===== src/wlb_pkg.sv =====
// package for the warning lamp blink code block
// assumes a 20 MHz system clock; all timing is counted in 100 ms ticks
package wlb_pkg;
  localparam int unsigned CLK_HZ = 20000000;
  localparam int unsigned TICK_MS = 100;
  localparam int unsigned TICK_CYC = CLK_HZ / 1000 * TICK_MS;
  // pedal times in ms
  localparam int unsigned ARM_REL_MS = 3000;
  localparam int unsigned PUMP_WIN_MS = 5000;
  localparam int unsigned PUMP_WAIT_MS = 7000;
  localparam int unsigned HOLD_MS = 10000;
  localparam int unsigned READY_SHOW_MS = 10000;
  localparam int unsigned ERASE_MS = 10000;
  localparam int unsigned DEB_MS = 100;
  // blink times in ms
  localparam int unsigned MSD_ON_MS = 600;
  localparam int unsigned MSD_OFF_MS = 600;
  localparam int unsigned LSD_ON_MS = 300;
  localparam int unsigned LSD_OFF_MS = 300;
  localparam int unsigned DIGIT_GAP_MS = 1000;
  localparam int unsigned CODE_GAP_MS = 1800;
  localparam int unsigned READY_BLINK_MS = 500;
  // tick counts; 300 ms rounds to 3 ticks exactly
  localparam logic [7:0] ARM_REL_T = 8'(ARM_REL_MS / TICK_MS);
  localparam logic [7:0] PUMP_WIN_T = 8'(PUMP_WIN_MS / TICK_MS);
  localparam logic [7:0] PUMP_WAIT_T = 8'(PUMP_WAIT_MS / TICK_MS);
  localparam logic [7:0] HOLD_T = 8'(HOLD_MS / TICK_MS);
  localparam logic [7:0] READY_SHOW_T = 8'(READY_SHOW_MS / TICK_MS);
  localparam logic [7:0] ERASE_T = 8'(ERASE_MS / TICK_MS);
  localparam logic [7:0] DEB_T = 8'(DEB_MS / TICK_MS);
  localparam logic [7:0] MSD_ON_T = 8'(MSD_ON_MS / TICK_MS);
  localparam logic [7:0] MSD_OFF_T = 8'(MSD_OFF_MS / TICK_MS);
  localparam logic [7:0] LSD_ON_T = 8'(LSD_ON_MS / TICK_MS);
  localparam logic [7:0] LSD_OFF_T = 8'(LSD_OFF_MS / TICK_MS);
  localparam logic [7:0] DIGIT_GAP_T = 8'(DIGIT_GAP_MS / TICK_MS);
  localparam logic [7:0] CODE_GAP_T = 8'(CODE_GAP_MS / TICK_MS);
  localparam logic [7:0] READY_BLINK_T = 8'(READY_BLINK_MS / TICK_MS);
  localparam logic [2:0] PUMP_COUNT = 3'h5;
  localparam logic [2:0] FS_TRIPS = 3'h5;
  localparam logic [4:0] ZERO_FLASHES = 5'h0A;
  localparam logic [4:0] HEX_A_FLASHES = 5'h0B;
  localparam logic [15:0] NO_FAULT_CODE = 16'h0000;

  // fault flags from the monitors, one set per driving cycle
  typedef struct packed {
    logic malfunction;    // confirmed two-trip malfunction
    logic one_trip;       // misfire or one-trip diagnosis
    logic fs_diag_failed; // throttle or controller diagnosis failed
    logic lamp_open;      // lamp circuit open
    logic pedal_sensor;   // pedal position sensor circuit faulty
    logic readiness_unset;
  } wlb_faults_t;

  // one stored code as seen by the display
  typedef struct packed {
    logic [15:0] code;
    logic confirmed;
  } wlb_code_t;

  typedef enum logic [3:0] {
    WLB_OFF = 4'h0,
    WLB_ARM = 4'h1,
    WLB_PUMP = 4'h2,
    WLB_WAIT = 4'h3,
    WLB_HOLD = 4'h4,
    WLB_READY = 4'h5,
    WLB_REL = 4'h6,
    WLB_IDLE = 4'h7
  } wlb_seq_t;

  typedef enum logic [2:0] {
    WLB_B_LOAD = 3'h0,
    WLB_B_ON = 3'h1,
    WLB_B_OFF = 3'h2,
    WLB_B_DGAP = 3'h3,
    WLB_B_CGAP = 3'h4
  } wlb_blink_t;
endpackage : wlb_pkg


===== src/wlb_top.sv =====
// warning lamp control, pedal mode sequencer and blink code serialiser
// assumes synchronous inputs and a code store outside that answers an index
//
// Behaviour
// (RULE1) bulb check: ignition on, engine stopped
// (RULE2) running engine: lamp off unless malfunction
// (RULE3) running lamp only for two-trip malfunction; code also lights it while running for one_trip faults
// (RULE4) one-trip and misfire faults light immediately
// (RULE5) results mode shows confirmed and pending codes
// (RULE6) five failing trips enter failsafe
// (RULE7) failsafe cuts fuel above limit; code cuts fuel whenever failsafe is set, with no limit
// (RULE8) lamp may flash for unset readiness codes
// (RULE9) pedal sensor fault freezes mode changes
// (RULE10) ignition off returns to mode I
// (RULE11) release 3 s, five pumps in 5 s, wait 7 s
// (RULE12) hold 10 s, release enters results mode
// (RULE13) readiness blink shown further 10 s
// (RULE14) results mode hold over 10 s erases
// (RULE15) after erase show code 0000
// (RULE16) codes blink in a repeating list
// (RULE17) lamp off earlier means codes pending
// (RULE18) lamp lit, single code is confirmed
// (RULE19) four digits; zero ten, A eleven flashes
// (RULE20) top digit 0.6 s on, 0.6 s off
// (RULE21) lower digits 0.3 s on, 0.3 s off
// (RULE22) 1.0 s digit gap, 1.8 s code gap
// (RULE23) debounced pedal, common slow tick
`timescale 1ns/100ps
module wlb_top #(
  parameter int unsigned TICK_CYCLES = wlb_pkg::TICK_CYC,
  parameter int unsigned IDX_W = 4
) (
  // clock and reset
  input wire logic i_clk,
  input wire logic i_reset,
  // vehicle state
  input wire logic i_ign_on,
  input wire logic i_engine_run,
  input wire logic i_pedal_down,
  input wire logic i_pedal_up,
  input wire logic i_trip_end,
  input wire wlb_pkg::wlb_faults_t i_faults,
  // code store
  input wire wlb_pkg::wlb_code_t i_code,
  input wire logic [IDX_W-1:0] i_code_count,
  output logic [IDX_W-1:0] o_code_idx,
  output logic o_erase,
  // outputs
  output logic o_warning_lamp,
  output logic o_fuel_cut,
  output logic o_results_mode,
  output logic o_failsafe
);
  import wlb_pkg::*;

  function automatic logic [4:0] flashes(input logic [3:0] d);
    if (d == 4'h0) begin
      flashes = ZERO_FLASHES; // RULE19
    end else if (d == 4'hA) begin
      flashes = HEX_A_FLASHES; // RULE19
    end else begin
      flashes = {1'b0, d};
    end
  endfunction : flashes

  // slow tick; everything times from this one pulse
  logic [31:0] div_r;
  logic tick_r;
  always_ff @(posedge i_clk) begin
    if (i_reset || div_r == TICK_CYCLES - 1) begin
      div_r <= '0;
    end else begin
      div_r <= div_r + 32'h1;
    end
    tick_r <= !i_reset && div_r == TICK_CYCLES - 1; // RULE23
  end

  // pedal debounce on the tick; a bounce shorter than one tick is ignored
  logic dn_r, up_r, dn_prev_r, up_prev_r, dn_r_q, up_r_q;
  logic [7:0] dcnt_r, ucnt_r;
  always_ff @(posedge i_clk) begin
    if (i_reset) begin
      // released is the idle level, so no false release follows reset
      dn_r <= 1'b0;
      up_r <= 1'b1;
      dn_prev_r <= 1'b0;
      up_prev_r <= 1'b1;
      dcnt_r <= '0;
      ucnt_r <= '0;
    end else if (tick_r) begin
      dn_prev_r <= i_pedal_down;
      up_prev_r <= i_pedal_up;
      dcnt_r <= (i_pedal_down != dn_prev_r) ? 8'h00 : dcnt_r + {7'h0, dcnt_r < DEB_T};
      ucnt_r <= (i_pedal_up != up_prev_r) ? 8'h00 : ucnt_r + {7'h0, ucnt_r < DEB_T};
      if (dcnt_r >= DEB_T) begin
        dn_r <= dn_prev_r; // RULE23
      end
      if (ucnt_r >= DEB_T) begin
        up_r <= up_prev_r; // RULE23
      end
    end
  end
  always_ff @(posedge i_clk) begin
    if (i_reset) begin
      dn_r_q <= 1'b0;
      up_r_q <= 1'b1;
    end else begin
      dn_r_q <= dn_r;
      up_r_q <= up_r;
    end
  end
  wire press = dn_r && !dn_r_q;
  wire release_ev = up_r && !up_r_q;

  // failsafe trip counter
  logic [2:0] fs_cnt_r;
  logic failsafe_r;
  always_ff @(posedge i_clk) begin
    if (i_reset) begin
      fs_cnt_r <= '0;
      failsafe_r <= 1'b0;
    end else begin
      if (i_trip_end) begin
        fs_cnt_r <= i_faults.fs_diag_failed ?
                    ((fs_cnt_r < FS_TRIPS) ? fs_cnt_r + 3'h1 : fs_cnt_r) : 3'h0;
      end
      if (fs_cnt_r >= FS_TRIPS) begin
        failsafe_r <= 1'b1; // RULE6
      end else if (i_faults.fs_diag_failed && !i_faults.lamp_open) begin
        failsafe_r <= 1'b1; // RULE7
      end
    end
  end

  // pedal sequencer
  wlb_seq_t seq_r;
  logic [7:0] tcnt_r;
  logic [2:0] pumps_r;
  logic results_r, erased_r, erase_r, ready_show_r;
  logic [7:0] ers_cnt_r;
  wire seq_go = !i_faults.pedal_sensor; // RULE9
  always_ff @(posedge i_clk) begin
    if (i_reset || !i_ign_on) begin
      seq_r <= WLB_ARM; // RULE10
      tcnt_r <= '0;
      pumps_r <= '0;
      results_r <= 1'b0; // RULE10
      ready_show_r <= 1'b0;
    end else if (seq_go) begin
      if (tick_r) begin
        tcnt_r <= tcnt_r + {7'h0, tcnt_r != 8'hFF};
      end
      case (seq_r)
        WLB_ARM: begin
          if (i_engine_run || dn_r) begin
            seq_r <= WLB_IDLE;
          end else if (tcnt_r >= ARM_REL_T) begin
            seq_r <= WLB_PUMP; // RULE11
            tcnt_r <= '0;
          end
        end
        WLB_PUMP: begin
          if (release_ev) begin
            pumps_r <= pumps_r + 3'h1;
          end
          if (pumps_r == PUMP_COUNT && up_r) begin
            seq_r <= WLB_WAIT; // RULE11
            tcnt_r <= '0;
          end else if (tcnt_r >= PUMP_WIN_T) begin
            seq_r <= WLB_IDLE;
          end
        end
        WLB_WAIT: begin
          if (press) begin
            seq_r <= (tcnt_r >= PUMP_WAIT_T) ? WLB_HOLD : WLB_IDLE; // RULE11
            tcnt_r <= '0;
          end
        end
        WLB_HOLD: begin
          if (!dn_r) begin
            seq_r <= WLB_IDLE;
          end else if (tcnt_r >= HOLD_T) begin
            seq_r <= WLB_REL; // RULE12
            ready_show_r <= i_faults.readiness_unset; // RULE13
            tcnt_r <= '0;
          end
        end
        WLB_REL: begin
          if (tcnt_r >= READY_SHOW_T) begin
            ready_show_r <= 1'b0; // RULE13
          end
          if (release_ev) begin
            results_r <= !results_r; // RULE12
            ready_show_r <= 1'b0;
            seq_r <= WLB_IDLE;
          end
        end
        default: begin
          tcnt_r <= '0;
        end
      endcase
    end
  end

  // erase by long hold inside results mode
  always_ff @(posedge i_clk) begin
    if (i_reset || !i_ign_on || !results_r) begin
      ers_cnt_r <= '0;
      erase_r <= 1'b0;
      erased_r <= 1'b0;
    end else begin
      erase_r <= 1'b0;
      if (!dn_r) begin
        ers_cnt_r <= '0;
      end else if (tick_r && ers_cnt_r <= ERASE_T) begin
        ers_cnt_r <= ers_cnt_r + 8'h1;
      end
      if (tick_r && ers_cnt_r == ERASE_T && !erased_r) begin
        erase_r <= 1'b1; // RULE14
        erased_r <= 1'b1;
      end
    end
  end

  // blink serialiser
  wlb_blink_t bst_r;
  logic [7:0] bcnt_r;
  logic [4:0] flash_left_r;
  logic [1:0] digit_r;
  logic [15:0] shown_r;
  logic [IDX_W-1:0] idx_r;
  logic blink_lamp_r;
  // slower top digit marks the start of each code
  wire [7:0] on_len = (digit_r == 2'd3) ? MSD_ON_T : LSD_ON_T; // RULE20 RULE21
  wire [7:0] off_len = (digit_r == 2'd3) ? MSD_OFF_T : LSD_OFF_T; // RULE20 RULE21
  always_ff @(posedge i_clk) begin
    if (i_reset || !results_r || dn_r) begin
      bst_r <= WLB_B_LOAD;
      bcnt_r <= '0;
      flash_left_r <= '0;
      digit_r <= 2'd3;
      shown_r <= NO_FAULT_CODE;
      idx_r <= '0;
      blink_lamp_r <= 1'b0;
    end else if (tick_r) begin
      bcnt_r <= bcnt_r + 8'h1;
      case (bst_r)
        WLB_B_LOAD: begin
          // an empty store or a fresh erase shows the no-fault code
          shown_r <= (erased_r || i_code_count == '0) ? NO_FAULT_CODE : i_code.code; // RULE15 RULE5
          flash_left_r <= flashes((erased_r || i_code_count == '0) ?
                                  NO_FAULT_CODE[15:12] : i_code.code[15:12]);
          digit_r <= 2'd3;
          bcnt_r <= '0;
          blink_lamp_r <= 1'b1;
          bst_r <= WLB_B_ON;
        end
        WLB_B_ON: begin
          if (bcnt_r + 8'h1 >= on_len) begin
            blink_lamp_r <= 1'b0;
            bcnt_r <= '0;
            flash_left_r <= flash_left_r - 5'h1;
            bst_r <= WLB_B_OFF;
          end
        end
        WLB_B_OFF: begin
          if (bcnt_r + 8'h1 >= off_len) begin
            bcnt_r <= '0;
            if (flash_left_r != 5'h0) begin
              blink_lamp_r <= 1'b1;
              bst_r <= WLB_B_ON;
            end else if (digit_r != 2'd0) begin
              bst_r <= WLB_B_DGAP;
            end else begin
              bst_r <= WLB_B_CGAP;
            end
          end
        end
        WLB_B_DGAP: begin
          if (bcnt_r + 8'h1 >= DIGIT_GAP_T) begin
            bcnt_r <= '0;
            digit_r <= digit_r - 2'd1;
            flash_left_r <= flashes(shown_r[4*(digit_r-2'd1) +: 4]); // RULE19
            blink_lamp_r <= 1'b1;
            bst_r <= WLB_B_ON; // RULE22
          end
        end
        default: begin
          if (bcnt_r + 8'h1 >= CODE_GAP_T) begin
            // wrap the list so it repeats
            idx_r <= (idx_r + 1'b1 >= i_code_count) ? '0 : idx_r + 1'b1; // RULE16
            bst_r <= WLB_B_LOAD; // RULE22
          end
        end
      endcase
    end
  end

  // readiness flasher and lamp mux
  logic ready_ph_r;
  logic [7:0] rcnt_r;
  always_ff @(posedge i_clk) begin
    if (i_reset) begin
      ready_ph_r <= 1'b0;
      rcnt_r <= '0;
    end else if (tick_r) begin
      rcnt_r <= (rcnt_r + 8'h1 >= READY_BLINK_T) ? 8'h00 : rcnt_r + 8'h1;
      if (rcnt_r + 8'h1 >= READY_BLINK_T) begin
        ready_ph_r <= !ready_ph_r;
      end
    end
  end

  always_ff @(posedge i_clk) begin
    if (i_reset || !i_ign_on) begin
      o_warning_lamp <= 1'b0;
      o_fuel_cut <= 1'b0;
      o_results_mode <= 1'b0;
      o_failsafe <= 1'b0;
      o_erase <= 1'b0;
      o_code_idx <= '0;
    end else begin
      o_results_mode <= results_r; // RULE5 RULE17 RULE18
      o_failsafe <= failsafe_r; // RULE6
      o_fuel_cut <= failsafe_r; // RULE7
      o_erase <= erase_r; // RULE14
      o_code_idx <= idx_r;
      if (ready_show_r) begin
        o_warning_lamp <= ready_ph_r; // RULE13
      end else if (results_r) begin
        o_warning_lamp <= blink_lamp_r; // RULE16
      end else if (!i_engine_run) begin
        o_warning_lamp <= 1'b1; // RULE1
      end else if (i_faults.malfunction || i_faults.one_trip) begin
        o_warning_lamp <= 1'b1; // RULE3 RULE4
      end else if (i_faults.readiness_unset) begin
        o_warning_lamp <= ready_ph_r; // RULE8
      end else begin
        o_warning_lamp <= 1'b0; // RULE2
      end
    end
  end
endmodule : wlb_top


===== config.mk =====
export PLATFORM = sky130hd
export DESIGN_NAME = wlb_top
export DESIGN_NICKNAME = d
export VERILOG_FILES = /design/src/wlb_pkg.sv /design/src/wlb_top.sv
export SDC_FILE = /design/constraint.sdc
export NUM_CORES = 1
export LEC_CHECK = 0
export ABC_AREA = 1
export ABC_CLOCK_PERIOD_IN_PS = 5100
export BUFFER_PORTS_ARGS = -buffer_cell sky130_fd_sc_hd__buf_2
export CAP_MARGIN = 20
export CORE_ASPECT_RATIO = 0.8
export CORE_UTILIZATION = 32
export CTS_CLUSTER_DIAMETER = 150
export DETAILED_ROUTE_END_ITERATION = 10
export GPL_ROUTABILITY_DRIVEN = 0
export GPL_TIMING_DRIVEN = 0
export PLACE_DENSITY = 0.55
export SLEW_MARGIN = 20
export SYNTH_ARGS = -nofsm -noshare
export SYNTH_HDL_FRONTEND = slang
export SYNTH_SLANG_ARGS = --single-unit

===== constraint.sdc =====
create_clock -name i_clk -period 5.1 [get_ports i_clk]
set_input_delay 1.02 -clock i_clk [delete_from_list [all_inputs] [get_ports i_clk]]
set_output_delay 1.02 -clock i_clk [all_outputs]
set_load 0.05 [all_outputs]

==> flow_summary.html <==
<table>
<tr><th>Metric</th><th>Value</th></tr>
<tr><th colspan="2">Status</th></tr>
<tr><td>Status</td><td>complete, no violations</td></tr>
<tr><th colspan="2">Timing</th></tr>
<tr><td>Final Hold Fails</td><td>0</td></tr>
<tr><td>Pin slew with the least headroom to its limit</td><td>0.8743 ns</td></tr>
<tr><td>Slew Viols, Final</td><td>0</td></tr>
<tr><td>Final cycle utilization of the critical path</td><td>48.83%</td></tr>
<tr><td>Worst hold slack</td><td>0.4261 ns</td></tr>
<tr><td>Setup slack after layout</td><td>2.610 ns</td></tr>
<tr><td>Max Clk Rate</td><td>0.4015 GHz</td></tr>
<tr><td>Minimum period implied by the final worst setup slack</td><td>2.490 ns</td></tr>
<tr><td>Final setup TNS</td><td>0 ns</td></tr>
<tr><td>Final count of negative-setup-slack endpoints</td><td>0</td></tr>
<tr><td>Setup repair after global routing missed its margin</td><td>false</td></tr>
<tr><td>Worst relative slew slack</td><td>41.26%</td></tr>
<tr><td>Setup skew after layout</td><td>0.01001 ns</td></tr>
<tr><th colspan="2">Final layout</th></tr>
<tr><td>Filler cell count in the final layout</td><td>2419</td></tr>
<tr><td>Count of placed standard cells in the final layout, fillers left out</td><td>1486</td></tr>
<tr><td>Number of nets in the layout</td><td>1228</td></tr>
<tr><td>Post-Layout Inst Area</td><td>8756 sq um</td></tr>
<tr><td>Layout cell share with drive strength beyond 1</td><td>10.00%</td></tr>
<tr><td>Area occupied by multi-input gates</td><td>4043 sq um</td></tr>
<tr><td>Reg area</td><td>2823 sq um</td></tr>
<tr><td>Area added between synthesis and finish</td><td>15.57%</td></tr>
<tr><td>Antenna fix cells</td><td>0</td></tr>
<tr><td>Core Util, Final</td><td>38.29%</td></tr>
<tr><th colspan="2">Worst hold path</th></tr>
<tr><td>Hold crit path type</td><td>reg -&gt; reg</td></tr>
<tr><th colspan="2">Logic synthesis</th></tr>
<tr><td>Total of flip-flops plus latches after synthesis</td><td>141</td></tr>
<tr><td>Syn_nets</td><td>1168</td></tr>
<tr><td>Top cells by count, synth</td><td>207 x nand2_1, 152 x inv_1, 141 x dfxtp_1</td></tr>
<tr><td>Share of cell area taken by muxes after synthesis</td><td>0%</td></tr>
<tr><td>Post-synth design cell area</td><td>7576 sq um</td></tr>
<tr><td>Sequential area share after synthesis</td><td>37.26%</td></tr>
<tr><td>Portion of synthesized cell area occupied by the leading cell type</td><td>37.26%</td></tr>
<tr><td>Mean cell area of the mapped netlist</td><td>6.844 sq um</td></tr>
<tr><td>Count leader, synth</td><td>nand2_1</td></tr>
<tr><td>Synth top area cells</td><td>dfxtp_1 37%, nand2_1 10%, inv_1 7.5%</td></tr>
<tr><td>Area share of fa/ha/maj cells after synthesis</td><td>4.459%</td></tr>
<tr><td>Area share of and/or/nand/nor cells after synthesis</td><td>36.02%</td></tr>
<tr><td>Area leader, netlist</td><td>dfxtp_1</td></tr>
<tr><td>Post-synth ARST share</td><td>0%</td></tr>
<tr><td>Area fraction in compound gates after synthesis</td><td>11.03%</td></tr>
<tr><td>Dominant synthesized flop cell</td><td>dfxtp_1</td></tr>
<tr><td>Largest family of logic cells by synthesized area</td><td>simple AND/OR/NAND/NOR gates</td></tr>
<tr><td>Post-synthesis instance total</td><td>1107</td></tr>
<tr><td>Post-synthesis xor/xnor area fraction</td><td>1.850%</td></tr>
<tr><td>Count of cell types in the netlist</td><td>46</td></tr>
<tr><td>Number of enable-type register cells in the synthesized netlist</td><td>0</td></tr>
<tr><td>Count of synthesis-stage warnings from yosys</td><td>0</td></tr>
<tr><th colspan="2">Setup path</th></tr>
<tr><td>WP data required</td><td>5.45 ns</td></tr>
<tr><td>Maximum fanout count along the critical path</td><td>10</td></tr>
<tr><td>Top cell by count, worst path</td><td>buf_2</td></tr>
<tr><td>Critical Path End Type</td><td>flop</td></tr>
<tr><td>Type of the setup path with the least slack</td><td>in -&gt; reg</td></tr>
<tr><td>Largest incremental delay on the critical path</td><td>0.73 ns</td></tr>
<tr><td>Arrival time of the worst setup path</td><td>2.84 ns</td></tr>
<tr><td>Cell with the largest stage delay on the worst path</td><td>nor3_1</td></tr>
<tr><td>Cell-by-cell trace of the critical path</td><td>buf_2, buf_2, nor3_1, inv_2, clkbuf_1, a21oi_1</td></tr>
<tr><td>Startpoint type of the worst setup path</td><td>input port</td></tr>
<tr><th colspan="2">Clock network</th></tr>
<tr><td>Root Driver</td><td>clkbuf_16</td></tr>
<tr><td>Number of gates given a new drive strength after cts</td><td>0</td></tr>
<tr><td>Num Clock Sinks</td><td>141</td></tr>
<tr><td>Clock latency reported for the late side of the worst-skew pair</td><td>0.43 ns</td></tr>
<tr><td>Maximum level of the CTS H-tree</td><td>4</td></tr>
<tr><td>Setup Fix Bufs, Post-CTS</td><td>0</td></tr>
<tr><td>Number of hold-repair buffers added at the cts stage</td><td>0</td></tr>
<tr><td>Clock tree from TritonCTS</td><td>done</td></tr>
<tr><td>Largest buffer count on any clock path</td><td>2</td></tr>
<tr><td>Clock transition time at the flip-flop clock pins of the worst setup and hold paths</td><td>0.06 ns</td></tr>
<tr><td>Number of buffers created by CTS</td><td>17</td></tr>
<tr><th colspan="2">Drt</th></tr>
<tr><td>Initial DRC count</td><td>559</td></tr>
<tr><td>Via density per instance</td><td>4.811</td></tr>
<tr><td>Average detailed-routed wire length per instance</td><td>12.44 microns</td></tr>
<tr><td>Met2 wire length</td><td>7623 microns</td></tr>
<tr><td>Total detailed-routing wirelength</td><td>18490 microns</td></tr>
<tr><td>DRC violation count after routing</td><td>0</td></tr>
<tr><td>Top Layer Used</td><td>met5</td></tr>
<tr><td>Wl on met1</td><td>9941 microns</td></tr>
<tr><td>Count of antenna-violating nets left after detailed routing</td><td>0</td></tr>
<tr><td>Detailed route wirelength on metal3</td><td>761 microns</td></tr>
<tr><td>Total via count after detailed routing</td><td>7149</td></tr>
<tr><td>Detailed-routing iteration count for the pre-antenna-repair pass</td><td>5</td></tr>
<tr><th colspan="2">Floorplan</th></tr>
<tr><td>Starting utilization of the core area</td><td>33.13%</td></tr>
<tr><td>Num rows</td><td>49</td></tr>
<tr><td>Num ports</td><td>43</td></tr>
<tr><td>Placeable core region</td><td>22870 sq um</td></tr>
<tr><td>Die Footprint</td><td>24300 sq um</td></tr>
<tr><td>Vertical extent of the die</td><td>139.6 microns</td></tr>
<tr><td>X dimension of the die</td><td>174.0 microns</td></tr>
<tr><th colspan="2">GRT</th></tr>
<tr><td>Number of antenna violations at the first check in global routing</td><td>1</td></tr>
<tr><td>Pin count of the biggest net entering global routing</td><td>17</td></tr>
<tr><td>Wire length of the first global-routing pass</td><td>31380 microns</td></tr>
<tr><td>Global routing usage summed across all routing layers</td><td>15.88%</td></tr>
<tr><td>Number of global-route vias before repair</td><td>6426</td></tr>
<tr><td>Total gr overflow</td><td>0</td></tr>
<tr><th colspan="2">Placed design</th></tr>
<tr><td>Number of buffers inserted by port buffering</td><td>41</td></tr>
<tr><td>Placed cell areas</td><td>8164 sq um</td></tr>
<tr><td>Pre-CTS WS</td><td>2.084 ns</td></tr>
<tr><td>DPL Wire Length</td><td>13870 microns</td></tr>
<tr><td>Placed cell count</td><td>1454</td></tr>
<tr><th colspan="2">Power and ir drop</th></tr>
<tr><td>Static Leak</td><td>3.384 nW</td></tr>
<tr><td>Power density of the placed cells</td><td>278.5 nW/um^2</td></tr>
<tr><td>Worst IR drop on VDD</td><td>0.2080 mV</td></tr>
<tr><td>Power, Total</td><td>2.439 mW</td></tr>
<tr><th colspan="2">Job</th></tr>
<tr><td>Max-cap violation count</td><td>0</td></tr>
</table>
==> worst max-delay path: cells and delay by family <==
| kind | cells | cell delay, ns |
|---|---|---|
| buf+inv | 4 | 0.87 |
| simple gates | 1 | 0.73 |
| compound gates | 1 | 0.21 |
==> metal layers <==
layer	global-route usage [%]	vias up
li1	-	3779
met1	23.11	3226
met2	23.14	130
met3	3.907	12
met4	4.063	2
met5	0	-
==> sequential cells by signal, summed over array words and instances (netlist names), 2 cells and up <==
register / count
bcnt_r: 8
pumps_r: 3
ers_cnt_r: 8
digit_r: 2
seq_r: 3
idx_r: 4
rcnt_r: 8
tcnt_r: 8
dcnt_r: 8
flash_left_r: 5
o_code_idx: 4
shown_r: 16
bst_r: 3
fs_cnt_r: 3
div_r: 32
ucnt_r: 8
==> power by group <==
| group | internal (mW) | total [mW] | switching, mW |
|---|---|---|---|
| clock | 0.728 | 1.25 | 0.520 |
| sequential | 1.11 | 1.11 | 0.00349 |
| combinational | 0.0267 | 0.0812 | 0.0546 |
==> layout make-up <==
cell class	count	share of cell area, %
clock buffers	17	4.859
plain buffers	25	1.258
well taps	306	4.373
multi-input cells	781	46.17
inverters	160	6.859
repair buffers	41	2.344
clock inverters	15	1.901
flip-flops and latches	141	32.24
==> layout by cell type, fill, tap and decap left out, types with 3 or more instances in the layout <==
cell / instances
nand3b_1: 5
a21oi_1: 82
nor4_1: 11
inv_2: 7
nor2_2: 5
ha_1: 27
clkinv_4: 6
clkbuf_1: 15
o21ai_0: 49
nor3_1: 46
nand2_1: 207
nand4_1: 33
clkbuf_16: 17
nor3b_1: 17
xnor2_1: 4
nand3_1: 99
nor3b_2: 3
dfxtp_1: 141
o21bai_1: 3
inv_1: 152
buf_2: 47
nand2_2: 5
xor2_1: 12
or2_2: 4
a211oi_1: 4
o21ai_1: 3
nor2_1: 131
o22ai_1: 4
nand3_2: 3
a31oi_1: 5
==> cell families after synthesis <==
family | count (synthesis)
xor gates and xnor gates | 16
adders and majority gates | 27
DFF | 141
buffers and inverters | 185
AOI/OAI and AO/OA | 157
and+or+nand+nor | 581
==> path summary, 6_finish.rpt <==
check / startpoint / to / slack (ns) / cells after the start
hold / removal: erased_r$_SDFFE_PP0P_ / erase_r$_SDFF_PP0_ / 0.43 / 1
setup reg to reg: bcnt_r[0]$_SDFFE_PP0P_ / bcnt_r[2]$_SDFFE_PP0P_ / 2.81 / 12
setup / recovery: i_reset / bcnt_r[5]$_SDFFE_PP0P_ / 2.61 / 6
hold reg to reg: erased_r$_SDFFE_PP0P_ / erase_r$_SDFF_PP0_ / 0.43 / 1
Note: power is estimated with default switching activity, not from simulation.
